### config.mk
export PLATFORM = sky130hd
export DESIGN_NAME = uic_ctrl
export DESIGN_NICKNAME = d
export VERILOG_FILES = /design/src/uic_pkg.sv /design/src/uic_ctrl.sv /design/src/uic_sticky.sv /design/src/uic_char_timeout.sv
export SDC_FILE = /design/constraint.sdc
export NUM_CORES = 1
export LEC_CHECK = 0
export BUFFER_PORTS_ARGS = -buffer_cell sky130_fd_sc_hd__buf_2
export CAP_MARGIN = 30
export CORE_MARGIN = 4
export CORE_UTILIZATION = 57
export CTS_BUF_LIST = sky130_fd_sc_hd__clkbuf_4 sky130_fd_sc_hd__clkbuf_8
export DETAILED_ROUTE_END_ITERATION = 6
export PLACE_DENSITY = 0.95
export SLEW_MARGIN = 20
export SYNTH_ARGS = -nofsm -noshare
export SYNTH_HDL_FRONTEND = slang
export SYNTH_SLANG_ARGS = --single-unit
### constraint.sdc
create_clock -name i_clk_sys -period 3.6 [get_ports i_clk_sys]
set_input_delay 0.18 -clock i_clk_sys [delete_from_list [all_inputs] [get_ports i_clk_sys]]
set_output_delay 0.18 -clock i_clk_sys [all_outputs]
set_load 0.01 [all_outputs]
### src/uic_pkg.sv
// Shared constants and carrier types for the UART interrupt and queue control block
package uic_pkg;

  // --------------------------------------------------------------------------
  // Register offsets within the port window
  // --------------------------------------------------------------------------
  localparam logic [2:0] ADDR_DATA  = 3'h0;  // Receive buffer read, transmit holding write
  localparam logic [2:0] ADDR_IER   = 3'h1;  // irq_enable_mask
  localparam logic [2:0] ADDR_IIR   = 3'h2;  // irq_source_ident read, queue_control write
  localparam logic [2:0] ADDR_LSR   = 3'h5;  // Line status, read clears line error source
  localparam logic [2:0] ADDR_MSR   = 3'h6;  // Modem status, read clears modem source

  // --------------------------------------------------------------------------
  // Field positions
  // --------------------------------------------------------------------------
  localparam int IER_RX_AVAIL   = 0;  // rx_avail_irq_en
  localparam int IER_TX_EMPTY   = 1;  // tx_empty_irq_en
  localparam int IER_LINE_ERR   = 2;  // line_err_irq_en
  localparam int IER_MODEM      = 3;  // modem_change_irq_en
  localparam int QC_ENABLE      = 0;  // Queue enable
  localparam int QC_RX_FLUSH    = 1;  // receive_side flush
  localparam int QC_TX_FLUSH    = 2;  // transmit_side flush
  localparam int QC_TRIG_LO     = 6;  // Trigger select, low bit
  localparam int QC_TRIG_HI     = 7;  // Trigger select, high bit

  // --------------------------------------------------------------------------
  // Identification codes, bits 3 down to 0
  // --------------------------------------------------------------------------
  localparam logic [3:0] ID_NONE    = 4'h1;
  localparam logic [3:0] ID_LINE    = 4'h6;
  localparam logic [3:0] ID_RX_DATA = 4'h4;
  localparam logic [3:0] ID_TIMEOUT = 4'hc;
  localparam logic [3:0] ID_TX_EMPT = 4'h2;
  localparam logic [3:0] ID_MODEM   = 4'h0;

  // --------------------------------------------------------------------------
  // Reset values and counts
  // --------------------------------------------------------------------------
  localparam logic [3:0] IER_RESET   = 4'h0;
  localparam logic [1:0] TRIG_RESET  = 2'h0;
  localparam logic [7:0] IDENT_RESET = 8'h01;
  localparam logic [2:0] TIMEOUT_CHARS = 3'h4;  // Idle character times before time-out

  // Receive trigger levels in bytes
  localparam logic [4:0] TRIG_LVL_1  = 5'h01;
  localparam logic [4:0] TRIG_LVL_4  = 5'h04;
  localparam logic [4:0] TRIG_LVL_8  = 5'h08;
  localparam logic [4:0] TRIG_LVL_14 = 5'h0e;

  // --------------------------------------------------------------------------
  // Carrier types
  // --------------------------------------------------------------------------
  typedef struct packed {
    logic       rd;     // Read access, level for the access duration
    logic       wr;     // Write strobe, one cycle
    logic [2:0] addr;   // Register offset
    logic [7:0] wdata;  // Write data
  } uic_bus_t;

  typedef struct packed {
    logic       line_err;      // Pulse: overrun, parity, framing or break seen
    logic       modem_delta;   // Pulse: a modem change indicator changed
    logic       tx_empty_set;  // Pulse: transmit holding register became empty
    logic       rx_push;       // Pulse: character added to receive side
    logic       char_tick;     // Pulse: one character time elapsed
    logic [4:0] rx_count;      // Characters held by receive side
  } uic_evt_t;

endpackage : uic_pkg

### src/uic_ctrl.sv
// Interrupt enable, source identification and queue control of the serial port
// --------------------------------------------------------------------------
// Top level
// --------------------------------------------------------------------------
// How it works
// - Low four enable bits; all zero means none
// - Sources keep recording regardless of enables
// - Bit zero enables received data and time-out
// - Bit one enables transmit holding empty
// - Bit two enables line error interrupt
// - Bit three enables modem change interrupt
// - Reserved bits ignore writes, read zero
// - Priority: line, receive, transmit, modem
// - Identification frozen while host reads it
// - Bit zero low means interrupt pending
// - Identification codes per source as listed
// - Bit three only with queue time-out
// - Bits seven and six mirror queue enable
// - Receive interrupt follows occupancy versus trigger when queue enabled, data ready otherwise
// - Time-out after four idle character times
// - Transmit empty clears on ident read or write
// - Queue control write-only at ident offset
// - Enable bit zero; clearing flushes both queues
// - Receive flush bit self-clears, pulses flush
// - Transmit flush bit self-clears, pulses flush
// - Trigger select: one, four, eight, fourteen
// - Interrupt output driven only when gate set
module uic_ctrl
(
  input  wire logic              i_clk_sys,
  input  wire logic              i_nrst,
  input  wire logic              i_ce,
  input  uic_pkg::uic_bus_t      i_bus,
  input  wire logic              i_divisor_access_select,
  input  wire logic              i_irq_output_gate,
  input  uic_pkg::uic_evt_t      i_evt,
  output logic [7:0]             o_reg_rdata,
  output logic                   o_fifo_enable,
  output logic [4:0]             o_rx_trigger,
  output logic                   o_rx_flush,
  output logic                   o_tx_flush,
  output logic                   o_irq,
  output logic                   o_irq_oe
);

  // --------------------------------------------------------------------------
  // Declarations
  // --------------------------------------------------------------------------
  logic [3:0] ier_q;
  logic       fifo_en_q;
  logic [1:0] trig_sel_q;
  logic       rx_flush_q;
  logic       tx_flush_q;
  logic [7:0] ident_q;
  logic [7:0] ident_d;
  logic [3:0] id_code;
  logic [7:0] rdata_q;
  logic       rd_q;
  logic       iir_acc_q;
  logic       irq_q;
  logic [4:0] trig_lvl;
  logic       iir_access;
  logic       iir_end;
  logic       rd_rise;
  logic       data_sel;
  logic       tx_write;
  logic       rx_read;
  logic       ier_write;
  logic       qc_write;
  logic       line_flag;
  logic       modem_flag;
  logic       thre_flag;
  logic       thre_clr;
  logic       timeout_flag;
  logic       rx_avail;
  logic       line_pend;
  logic       rx_pend;
  logic       to_pend;
  logic       thre_pend;
  logic       modem_pend;

  // --------------------------------------------------------------------------
  // Bus decode
  // --------------------------------------------------------------------------

  // Access qualifiers; data and enable offsets need the divisor latch closed
  assign data_sel   = !i_divisor_access_select;
  assign iir_access = i_bus.rd && (i_bus.addr == uic_pkg::ADDR_IIR);
  assign rd_rise    = i_bus.rd && !rd_q;
  assign iir_end    = iir_acc_q && !iir_access;
  assign tx_write   = i_bus.wr && (i_bus.addr == uic_pkg::ADDR_DATA) && data_sel;
  assign rx_read    = rd_rise && (i_bus.addr == uic_pkg::ADDR_DATA) && data_sel;
  assign ier_write  = i_bus.wr && (i_bus.addr == uic_pkg::ADDR_IER) && data_sel;
  assign qc_write   = i_bus.wr && (i_bus.addr == uic_pkg::ADDR_IIR);

  // Read access tracking for edges
  always_ff @(posedge i_clk_sys or negedge i_nrst)
  begin
    if (!i_nrst)
    begin
      rd_q      <= 1'b0;
      iir_acc_q <= 1'b0;
    end
    else if (i_ce)
    begin
      rd_q      <= i_bus.rd;
      iir_acc_q <= iir_access;
    end
  end

  // --------------------------------------------------------------------------
  // Enable register
  // --------------------------------------------------------------------------

  // Only the low nibble is stored; the upper nibble has no storage
  always_ff @(posedge i_clk_sys or negedge i_nrst)
  begin
    if (!i_nrst)
      ier_q <= uic_pkg::IER_RESET;
    else if (i_ce && ier_write)
      ier_q <= i_bus.wdata[3:0];
  end

  // --------------------------------------------------------------------------
  // Queue control register
  // --------------------------------------------------------------------------

  // Enable and trigger select; trigger select only loads when the write sets enable
  always_ff @(posedge i_clk_sys or negedge i_nrst)
  begin
    if (!i_nrst)
    begin
      fifo_en_q  <= 1'b0;
      trig_sel_q <= uic_pkg::TRIG_RESET;
    end
    else if (i_ce && qc_write)
    begin
      fifo_en_q <= i_bus.wdata[uic_pkg::QC_ENABLE];
      if (i_bus.wdata[uic_pkg::QC_ENABLE])
        trig_sel_q <= i_bus.wdata[uic_pkg::QC_TRIG_HI:uic_pkg::QC_TRIG_LO];
    end
  end

  // Flush pulses; the flush bits are not held, each one pulses for a single cycle
  always_ff @(posedge i_clk_sys or negedge i_nrst)
  begin
    if (!i_nrst)
    begin
      rx_flush_q <= 1'b0;
      tx_flush_q <= 1'b0;
    end
    else if (i_ce)
    begin
      rx_flush_q <= qc_write && (i_bus.wdata[uic_pkg::QC_RX_FLUSH]
                    || !i_bus.wdata[uic_pkg::QC_ENABLE]);
      tx_flush_q <= qc_write && (i_bus.wdata[uic_pkg::QC_TX_FLUSH]
                    || !i_bus.wdata[uic_pkg::QC_ENABLE]);
    end
  end

  // Trigger level decode
  always_comb
  begin
    unique case (trig_sel_q)
      2'h0: trig_lvl = uic_pkg::TRIG_LVL_1;
      2'h1: trig_lvl = uic_pkg::TRIG_LVL_4;
      2'h2: trig_lvl = uic_pkg::TRIG_LVL_8;
      2'h3: trig_lvl = uic_pkg::TRIG_LVL_14;
    endcase
  end

  // --------------------------------------------------------------------------
  // Interrupt sources
  // --------------------------------------------------------------------------

  // Line error source, cleared by a line status read
  uic_sticky u_line
  (
    .i_clk_sys (i_clk_sys),
    .i_nrst    (i_nrst),
    .i_ce      (i_ce),
    .i_set     (i_evt.line_err),
    .i_clr     (rd_rise && (i_bus.addr == uic_pkg::ADDR_LSR)),
    .o_flag    (line_flag)
  );

  // Modem change source, cleared by a modem status read
  uic_sticky u_modem
  (
    .i_clk_sys (i_clk_sys),
    .i_nrst    (i_nrst),
    .i_ce      (i_ce),
    .i_set     (i_evt.modem_delta),
    .i_clr     (rd_rise && (i_bus.addr == uic_pkg::ADDR_MSR)),
    .o_flag    (modem_flag)
  );

  // Transmit empty clears on a holding write or at the end of an ident read
  // that reported it
  assign thre_clr = tx_write || (iir_end && ident_q[3:0] == uic_pkg::ID_TX_EMPT);

  uic_sticky u_thre
  (
    .i_clk_sys (i_clk_sys),
    .i_nrst    (i_nrst),
    .i_ce      (i_ce),
    .i_set     (i_evt.tx_empty_set),
    .i_clr     (thre_clr),
    .o_flag    (thre_flag)
  );

  // Character time-out, a receive buffer read counts as activity
  uic_char_timeout u_tout
  (
    .i_clk_sys  (i_clk_sys),
    .i_nrst     (i_nrst),
    .i_ce       (i_ce),
    .i_fifo_en  (fifo_en_q),
    .i_nonempty (i_evt.rx_count != 5'h00),
    .i_activity (i_evt.rx_push || rx_read),
    .i_tick     (i_evt.char_tick),
    .o_timeout  (timeout_flag)
  );

  // Received data follows occupancy against the trigger, or data ready
  assign rx_avail = fifo_en_q ? (i_evt.rx_count >= trig_lvl)
                              : (i_evt.rx_count != 5'h00);

  // Gate sources with their enables; the sources themselves keep running
  assign line_pend  = line_flag    && ier_q[uic_pkg::IER_LINE_ERR];
  assign rx_pend    = rx_avail     && ier_q[uic_pkg::IER_RX_AVAIL];
  assign to_pend    = timeout_flag && fifo_en_q && ier_q[uic_pkg::IER_RX_AVAIL];
  assign thre_pend  = thre_flag    && ier_q[uic_pkg::IER_TX_EMPTY];
  assign modem_pend = modem_flag   && ier_q[uic_pkg::IER_MODEM];

  // --------------------------------------------------------------------------
  // Identification
  // --------------------------------------------------------------------------

  // Priority encoder, highest first
  always_comb
  begin
    if (line_pend)
      id_code = uic_pkg::ID_LINE;
    else if (rx_pend)
      id_code = uic_pkg::ID_RX_DATA;
    else if (to_pend)
      id_code = uic_pkg::ID_TIMEOUT;
    else if (thre_pend)
      id_code = uic_pkg::ID_TX_EMPT;
    else if (modem_pend)
      id_code = uic_pkg::ID_MODEM;
    else
      id_code = uic_pkg::ID_NONE;
  end

  // Queue-enabled mirror on top, reserved bits zero
  assign ident_d = {fifo_en_q, fifo_en_q, 2'b00, id_code};

  // Snapshot held while the host is reading it
  always_ff @(posedge i_clk_sys or negedge i_nrst)
  begin
    if (!i_nrst)
      ident_q <= uic_pkg::IDENT_RESET;
    else if (i_ce && !iir_access)
      ident_q <= ident_d;
  end

  // --------------------------------------------------------------------------
  // Read data and interrupt output
  // --------------------------------------------------------------------------

  // Registered read data; offsets owned elsewhere read zero here
  always_ff @(posedge i_clk_sys or negedge i_nrst)
  begin
    if (!i_nrst)
      rdata_q <= 8'h00;
    else if (i_ce && i_bus.rd)
    begin
      if (i_bus.addr == uic_pkg::ADDR_IER && data_sel)
        rdata_q <= {4'h0, ier_q};
      else if (i_bus.addr == uic_pkg::ADDR_IIR)
        rdata_q <= ident_q;
      else
        rdata_q <= 8'h00;
    end
  end

  // Interrupt level, driven only while the output gate is set
  always_ff @(posedge i_clk_sys or negedge i_nrst)
  begin
    if (!i_nrst)
      irq_q <= 1'b0;
    else if (i_ce)
      irq_q <= (id_code != uic_pkg::ID_NONE) && i_irq_output_gate;
  end

  assign o_reg_rdata   = rdata_q;
  assign o_fifo_enable = fifo_en_q;
  assign o_rx_trigger  = trig_lvl;
  assign o_rx_flush    = rx_flush_q;
  assign o_tx_flush    = tx_flush_q;
  assign o_irq         = irq_q;
  assign o_irq_oe      = i_irq_output_gate;

  // --------------------------------------------------------------------------
  // Assertions
  // --------------------------------------------------------------------------

  ier_mask_zero_a: assert property (
    @(posedge i_clk_sys) disable iff (!i_nrst)
    i_ce && ier_q == 4'h0 && !iir_access |=> ident_q[3:0] == uic_pkg::ID_NONE)
    else $error("Interrupt reported with all enables clear");

  ier_upper_zero_a: assert property (
    @(posedge i_clk_sys) disable iff (!i_nrst)
    i_ce && i_bus.rd && i_bus.addr == uic_pkg::ADDR_IER |=> o_reg_rdata[7:4] == 4'h0)
    else $error("Enable register upper bits not zero");

  ident_freeze_a: assert property (
    @(posedge i_clk_sys) disable iff (!i_nrst)
    iir_access && $past(iir_access) |-> $stable(ident_q))
    else $error("Identification changed during host read");

  fifo_mirror_a: assert property (
    @(posedge i_clk_sys) disable iff (!i_nrst)
    i_ce && !iir_access |=> ident_q[7:6] == {2{$past(fifo_en_q)}})
    else $error("Queue enabled bits wrong");

  line_priority_a: assert property (
    @(posedge i_clk_sys) disable iff (!i_nrst)
    i_ce && line_pend && !iir_access |=> ident_q[3:0] == uic_pkg::ID_LINE)
    else $error("Line error not reported first");

  rx_flush_pulse_a: assert property (
    @(posedge i_clk_sys) disable iff (!i_nrst)
    i_ce && qc_write && i_bus.wdata[1:0] == 2'h3 ##1 i_ce && !qc_write
    |-> o_rx_flush ##1 !o_rx_flush)
    else $error("Receive flush not a single pulse");

  fifo_disable_a: assert property (
    @(posedge i_clk_sys) disable iff (!i_nrst)
    i_ce && qc_write && !i_bus.wdata[0] |=> !fifo_en_q && o_rx_flush && o_tx_flush)
    else $error("Queue disable did not flush both sides");

  irq_gate_a: assert property (
    @(posedge i_clk_sys) disable iff (!i_nrst)
    i_ce && !i_irq_output_gate |=> !o_irq)
    else $error("Interrupt driven while gate clear");

  thre_clear_a: assert property (
    @(posedge i_clk_sys) disable iff (!i_nrst)
    i_ce && tx_write && !i_evt.tx_empty_set |=> !thre_flag)
    else $error("Transmit empty not cleared by write");

  timeout_fifo_a: assert property (
    @(posedge i_clk_sys) disable iff (!i_nrst)
    ident_q[3] |-> ident_q[7] && ident_q[2:0] == 3'h4)
    else $error("Time-out bit outside queue mode");

endmodule : uic_ctrl

### src/uic_sticky.sv
// Sticky event flag where a set in the clearing cycle wins
module uic_sticky
(
  input  wire logic i_clk_sys,
  input  wire logic i_nrst,
  input  wire logic i_ce,
  input  wire logic i_set,
  input  wire logic i_clr,
  output logic      o_flag
);

  logic flag_q;

  // Set has priority over clear
  always_ff @(posedge i_clk_sys or negedge i_nrst)
  begin
    if (!i_nrst)
      flag_q <= 1'b0;
    else if (i_ce)
      flag_q <= i_set | (flag_q & ~i_clr);
  end

  assign o_flag = flag_q;

endmodule : uic_sticky

### src/uic_char_timeout.sv
// Receive character time-out detector
module uic_char_timeout
(
  input  wire logic i_clk_sys,
  input  wire logic i_nrst,
  input  wire logic i_ce,
  input  wire logic i_fifo_en,
  input  wire logic i_nonempty,
  input  wire logic i_activity,
  input  wire logic i_tick,
  output logic      o_timeout
);

  logic [2:0] idle_q;

  // Count idle character times, restart on any add or remove
  always_ff @(posedge i_clk_sys or negedge i_nrst)
  begin
    if (!i_nrst)
      idle_q <= 3'h0;
    else if (i_ce)
    begin
      if (!i_fifo_en || !i_nonempty || i_activity)
        idle_q <= 3'h0;
      else if (i_tick && idle_q != uic_pkg::TIMEOUT_CHARS)
        idle_q <= idle_q + 3'h1;
    end
  end

  assign o_timeout = (idle_q == uic_pkg::TIMEOUT_CHARS);

endmodule : uic_char_timeout

==> metrics, run 1 <==
outcome finished clean; drt drc 0; Worst Clk Skew 2.322 ps; worst skew pair latency 330 ps; Synth Instances 151; post-route ant nets 0; CTS tree done; Area Growth Syn to Fin 16.18%; Critical Path Stages 7; multi-input gate area in the final layout 704.4 um^2; # resized after CTS 0; Slew @ Worst Pin 594.2 ps; worst reg2reg startpoint trig_sel_q[1]; final WL 3362 um; Total Die Area around 3500 um^2; Most Used Layer, Global Route met2; TritonRoute pass-1 iters 4; Hold Path End u_line.o_flag; placed wire-length estimate between 2000 and 3000 um; Hold WC Path Type input pin to flop; total gr overflow 0; Seq/Total Area, Yosys 46.56%; WP buf/inv 0; Syn Std Cell Area 1508 um^2; Final nets 222; most frequent cells after synthesis 27 x dfrtp_1, 22 x nand2_1, 12 x inv_1; total CTS buffers 3; Total Power 0.7883 mW; Area contributors post-synth dfrtp_1 45%, nand2_1 5.5%, ha_1 5.0%; min Tclk post-route 2046 ps; Critical Path RT about 3800 ps; critical-path maximum fanout 5; met3 usage under 10%; # diodes 0; worst hold path depth 3; Initial Utilization 60.31%; Yosys top cell area share 44.81%; setup_tns 0 ps; largest area contributor in the netlist dfrtp_1; Critical Path Start trig_sel_q[1]; CP cell instances nor2_1, ha_1, nand2b_1, a211o_1, a21oi_1, a21oi_2, o41ai_2; DRT iter0 DRCs just over 60; largest net degree at the start of global routing 29; first-pass GRT wire length 5892 um; setup violators final 0; final worst slack roughly 1600 ps; #FFs+latches synth 28; WL per Instance 15.49 um; clock sink count 28; hold path startpoint i_evt[9]; H-tree depth 1; Setup crit start kind flop; Total GRT Usage between 20% and 30%; Crit path largest cell delay 450 ps; CP endpoint kind flop; Pwr Density 450.0 nW/um^2; Critical Path AT between 2000 and 2500 ps; Rows 18; initial antenna violation count 0; maxcap violations 0; core region area 2500 um^2; syn avg cell area 9.985 um^2; I/O pins 46; Ys Warns 0; vias in the first global route around 1300; leading cell type by number of instances after synthesis dfrtp_1; CP Class flop to flop; Lkg Pwr 0.8558 nW; final hold vios 0; Clock Path Buffers 2; R2R Setup Slk 1550 ps; vias per cell just under 6; fmax roughly 0.5 GHz; RR Endpoint ident_q[0]; Worst slew margin 60.39%; Die Width 59.43 um; worst slack at placement 1579 ps; gpl congestion 0.8240; Worst R2R Path Depth 7; vias post-DR 1275; Tcrit/Tclk final 56.84%; RSZ-0062 raised after global routing no; port bufs 40; fillers 173; share of layout cells above drive strength 1 between 20% and 30%; EDFF count, synth 0; ys flop type dfrtp_1; Slew Limit Fails 0; Max VDD drop around 0.00036 V; crit path max-delay cell type dfrtp_1; asr flop ratio synth 100.0%; met2 Use GR 38.69%; Seq. cell area around 700 um^2; Clock transition at path regs 150 ps; post-synth cell types 46; chip height between 50 and 60 um; GR Util met1 roughly a quarter; Root Buffer Master clkbuf_4; Crit path max-delay family compound AO/OA/AOI/OAI gates
-- layout by cell type, fill, tap and decap left out, types with 4 or more instances in the layout --
master   instances
dfrtp_1         27
o21ai_1          7
a22oi_1          4
mux2_1           5
nor2_1           6
nand2_1         22
o21ai_0          8
inv_1           12
buf_2           40
ha_1             6
-- metal layers --
metal	routed length, um	vias to the layer above
met1	1301	612
li1	-	597
met4	115	0
met3	170	14
met5	0	-
met2	1775	52
-- sequential cells by signal, indices dropped and copies added, names as in the netlist --
signal / count
trig_sel_q: 2
o_irq: 1
u_modem.o_flag: 1
o_rx_flush: 1
rd_q: 1
o_fifo_enable: 1
u_thre.o_flag: 1
u_line.o_flag: 1
ident_q: 5
o_reg_rdata: 5
ier_q: 4
u_tout.idle_q: 3
o_tx_flush: 1
iir_acc_q: 1
-- final cells by class --
| cell class | count | area share [%] |
|---|---|---|
| multi-input combinational | 102 | 40.21 |
| sequential | 28 | 40.07 |
| timing repair buffer | 41 | 12.00 |
| inverter | 12 | 2.571 |
| tap | 30 | 2.143 |
| clock inverter | 1 | 1.714 |
| clock buffer | 3 | 1.286 |
-- how the worst max path moves through the flow --
stage	end	slack, ps
global route	ident_q[0]	1410
CTS	ident_q[0]	1550
finish	ident_q[0]	1550
floorplan	o_irq	1600
global placement	o_irq	1690
detailed placement	ident_q[0]	1580
-- worst reg2reg max path, stage by stage (launching register included) --
cell,delay [ps]
dfrtp_1,450
nor2_1,150
ha_1,240
nand2b_1,140
a211o_1,300
a21oi_1,240
a21oi_2,120
o41ai_2,320
-- power by group --
group | internal (mW) | total (mW) | leakage, nW | switching (mW)
combinational | 0.0823 | 0.187 | 0.478 | 0.104
sequential | 0.358 | 0.396 | 0.350 | 0.0377
clock | 0.113 | 0.206 | 0.0279 | 0.0931
-- per-stage QoR --
stage	std cells	hold WS (ps)	instance area (um^2)	utilization, %
after floorplan	153	-115.6	1515	-
after detailed placement	212	226.5	1689	67.57
final	217	35.35	1752	70.07
after global placement	212	208.3	1689	67.57
after CTS	217	26.37	1752	70.07
after global routing	217	46.06	1752	70.07
-- what timing repair did --
item | 4_1_cts | 5_1_grt
hold endpoints to repair | 27 | 0
setup buffers | 0 | 0
hold buffers | 1 | 0
-- cell families (layout without fill, tap and decap cells) --
group	after synthesis	after routing	share of synthesized area [%]
AND/OR/NAND/NOR	48	48	17.43
adder cells (fa/ha/maj)	6	6	4.979
buffers and inverters	23	57	7.220
AO/OA/AOI/OAI	36	36	17.26
XOR/XNOR	2	2	1.162
other	1	3	0.2487
flip-flops	28	28	46.56
multiplexers	7	7	5.145
No activity file was read; power rests on OpenSTA's default activity.
==> run 2, diff against run 1 <==
--- a/config.mk
+++ b/config.mk
@@ -8,10 +8,10 @@
 export BUFFER_PORTS_ARGS = -buffer_cell sky130_fd_sc_hd__buf_2
 export CAP_MARGIN = 30
 export CORE_MARGIN = 4
-export CORE_UTILIZATION = 57
+export CORE_UTILIZATION = 53
 export CTS_BUF_LIST = sky130_fd_sc_hd__clkbuf_4 sky130_fd_sc_hd__clkbuf_8
 export DETAILED_ROUTE_END_ITERATION = 6
-export PLACE_DENSITY = 0.95
+export PLACE_DENSITY = 0.93
 export SLEW_MARGIN = 20
 export SYNTH_ARGS = -nofsm -noshare
 export SYNTH_HDL_FRONTEND = slang
==> constraint.sdc (replaced) <==
create_clock -name i_clk_sys -period 1.91 [get_ports i_clk_sys]
set_input_delay 0.0955 -clock i_clk_sys [delete_from_list [all_inputs] [get_ports i_clk_sys]]
set_output_delay 0.0955 -clock i_clk_sys [all_outputs]
set_load 0.01 [all_outputs]
==> metrics, run 2 (synthesis gave the netlist of run 1 again) <==
final core utilization 68.01%; Slew Limit Fails 0; Initial Utilization 55.15%; Critical Path RT between 2000 and 2500 ps; placed wire-length estimate 2523 um; min Tclk post-route approximately 1900 ps; Worst Clk Skew 14.71 ps; TritonRoute pass-1 iters 4; Clock transition at path regs 160 ps; Total GRT Usage a little under a fifth; Tcrit/Tclk final 100.7%; chip height 61.34 um; Critical Path AT 2150 ps; total gr overflow 0; WL per Instance 14.46 um; Final nets 232; most frequent cells in the layout 40 x buf_2, 27 x dfrtp_1, 22 x nand2_1, 12 x inv_1; vias per cell 5.526; # diodes 0; Lkg Pwr 0.9059 nW; DRT iter0 DRCs 37; Total Power 1.510 mW; largest net degree at the start of global routing 29; final hold vios 0; final WL between 3000 and 4000 um; Die Width 61.34 um; CP endpoint kind flop; post-route ant nets 0; WP buf/inv 0; core region area between 2000 and 3000 um^2; H-tree depth 1; Crit path largest cell delay 450 ps; critical-path maximum fanout 5; first-pass GRT wire length 5278 um; setup_tns -13.58 ps; crit path max-delay cell type dfrtp_1; failing checks setup timing; Max VDD drop approximately 0.00061 V; Worst slew margin 59.21%; port bufs 40; Slew @ Worst Pin 611.9 ps; Root Buffer Master clkbuf_4; Setup crit start kind flop; fmax a little over 0.5 GHz; Area Growth Syn to Fin 23.32%; Total Die Area 3762 um^2; RSZ-0062 raised after global routing yes; vias in the first global route between 1000 and 1500; setup violators final 1; share of layout cells above drive strength 1 29.44%; drt drc 0; CP cell instances nor2_2, ha_1, nand2b_4, a211o_1, a2111o_1, a41o_1; CTS tree done; Rows 19; total CTS buffers 3; Pwr Density 812.2 nW/um^2; gpl congestion 0.8117; clock sink count 28; vias post-DR 1260; worst skew pair latency 330 ps; Clock Path Buffers 2; maxcap violations 0; Hold WC Path Type input pin to flop; initial antenna violation count 0; CP Class flop to flop; Crit path max-delay family compound AO/OA/AOI/OAI gates; I/O pins 46; final worst slack -13.58 ps; R2R Setup Slk -10 ps; most common cell after layout, fill and taps aside buf_2; outcome finished, violations left
## run 2: area by class of cell
class | instances | area [um^2]
Fill cell | 202 | 874.6
Clock inverter | 1 | 30.03
Multi-Input combinational cell | 102 | 718.2
Tap cell | 31 | 38.79
Sequential cell | 28 | 701.9
Inverter | 12 | 45.04
Clock buffer | 3 | 22.52
Timing Repair Buffer | 51 | 302.8
## run 2: power breakdown
part / switching (mW) / internal, mW
Clock: 0.172 / 0.212
Sequential: 0.0687 / 0.675
Combinational: 0.201 / 0.181
## run 2: worst paths after layout
check,startpoint,to,cells past startpoint
worst max-delay path,trig_sel_q[1],o_irq,6
worst min register to register,o_reg_rdata[0],o_reg_rdata[0],2
worst min-delay path,i_bus[2],ier_q[2],2
worst max register to register,trig_sel_q[1],o_irq,6
min in group asynchronous,i_nrst,u_tout.idle_q[2],2
max in group asynchronous,i_nrst,o_reg_rdata[6],2
## run 2: metrics by stage
step | hold WS, ps | area [um^2] | worst slack, ps | std cells
after global routing | 2.299 | 1859 | -72.41 | 228
after detailed placement | 139.1 | 1708 | 24.85 | 215
final | 2.193 | 1859 | -13.58 | 228
after floorplan | -200.1 | 1518 | 4.191 | 153
after CTS | 0.2263 | 1844 | -2.577 | 227
after global placement | 137.4 | 1708 | 67.19 | 215
## run 2: timing repair
item / CTS / global route
endpoints found under the setup margin: 1 / 3
setup buffers: 0 / 1
hold buffers: 8 / 0
endpoints found under the hold margin: 34 / 0
gates resized for setup: 1 / 1
pin swaps: 0 / 3
## run 2: per-layer routing
layer,share of wire (%),track usage (%),vias to the layer above
met5,0,0,-
met4,2.2,7.273,0
met3,5.9,3.145,8
met2,51,32.02,43
met1,41,23.42,595
li1,-,-,614
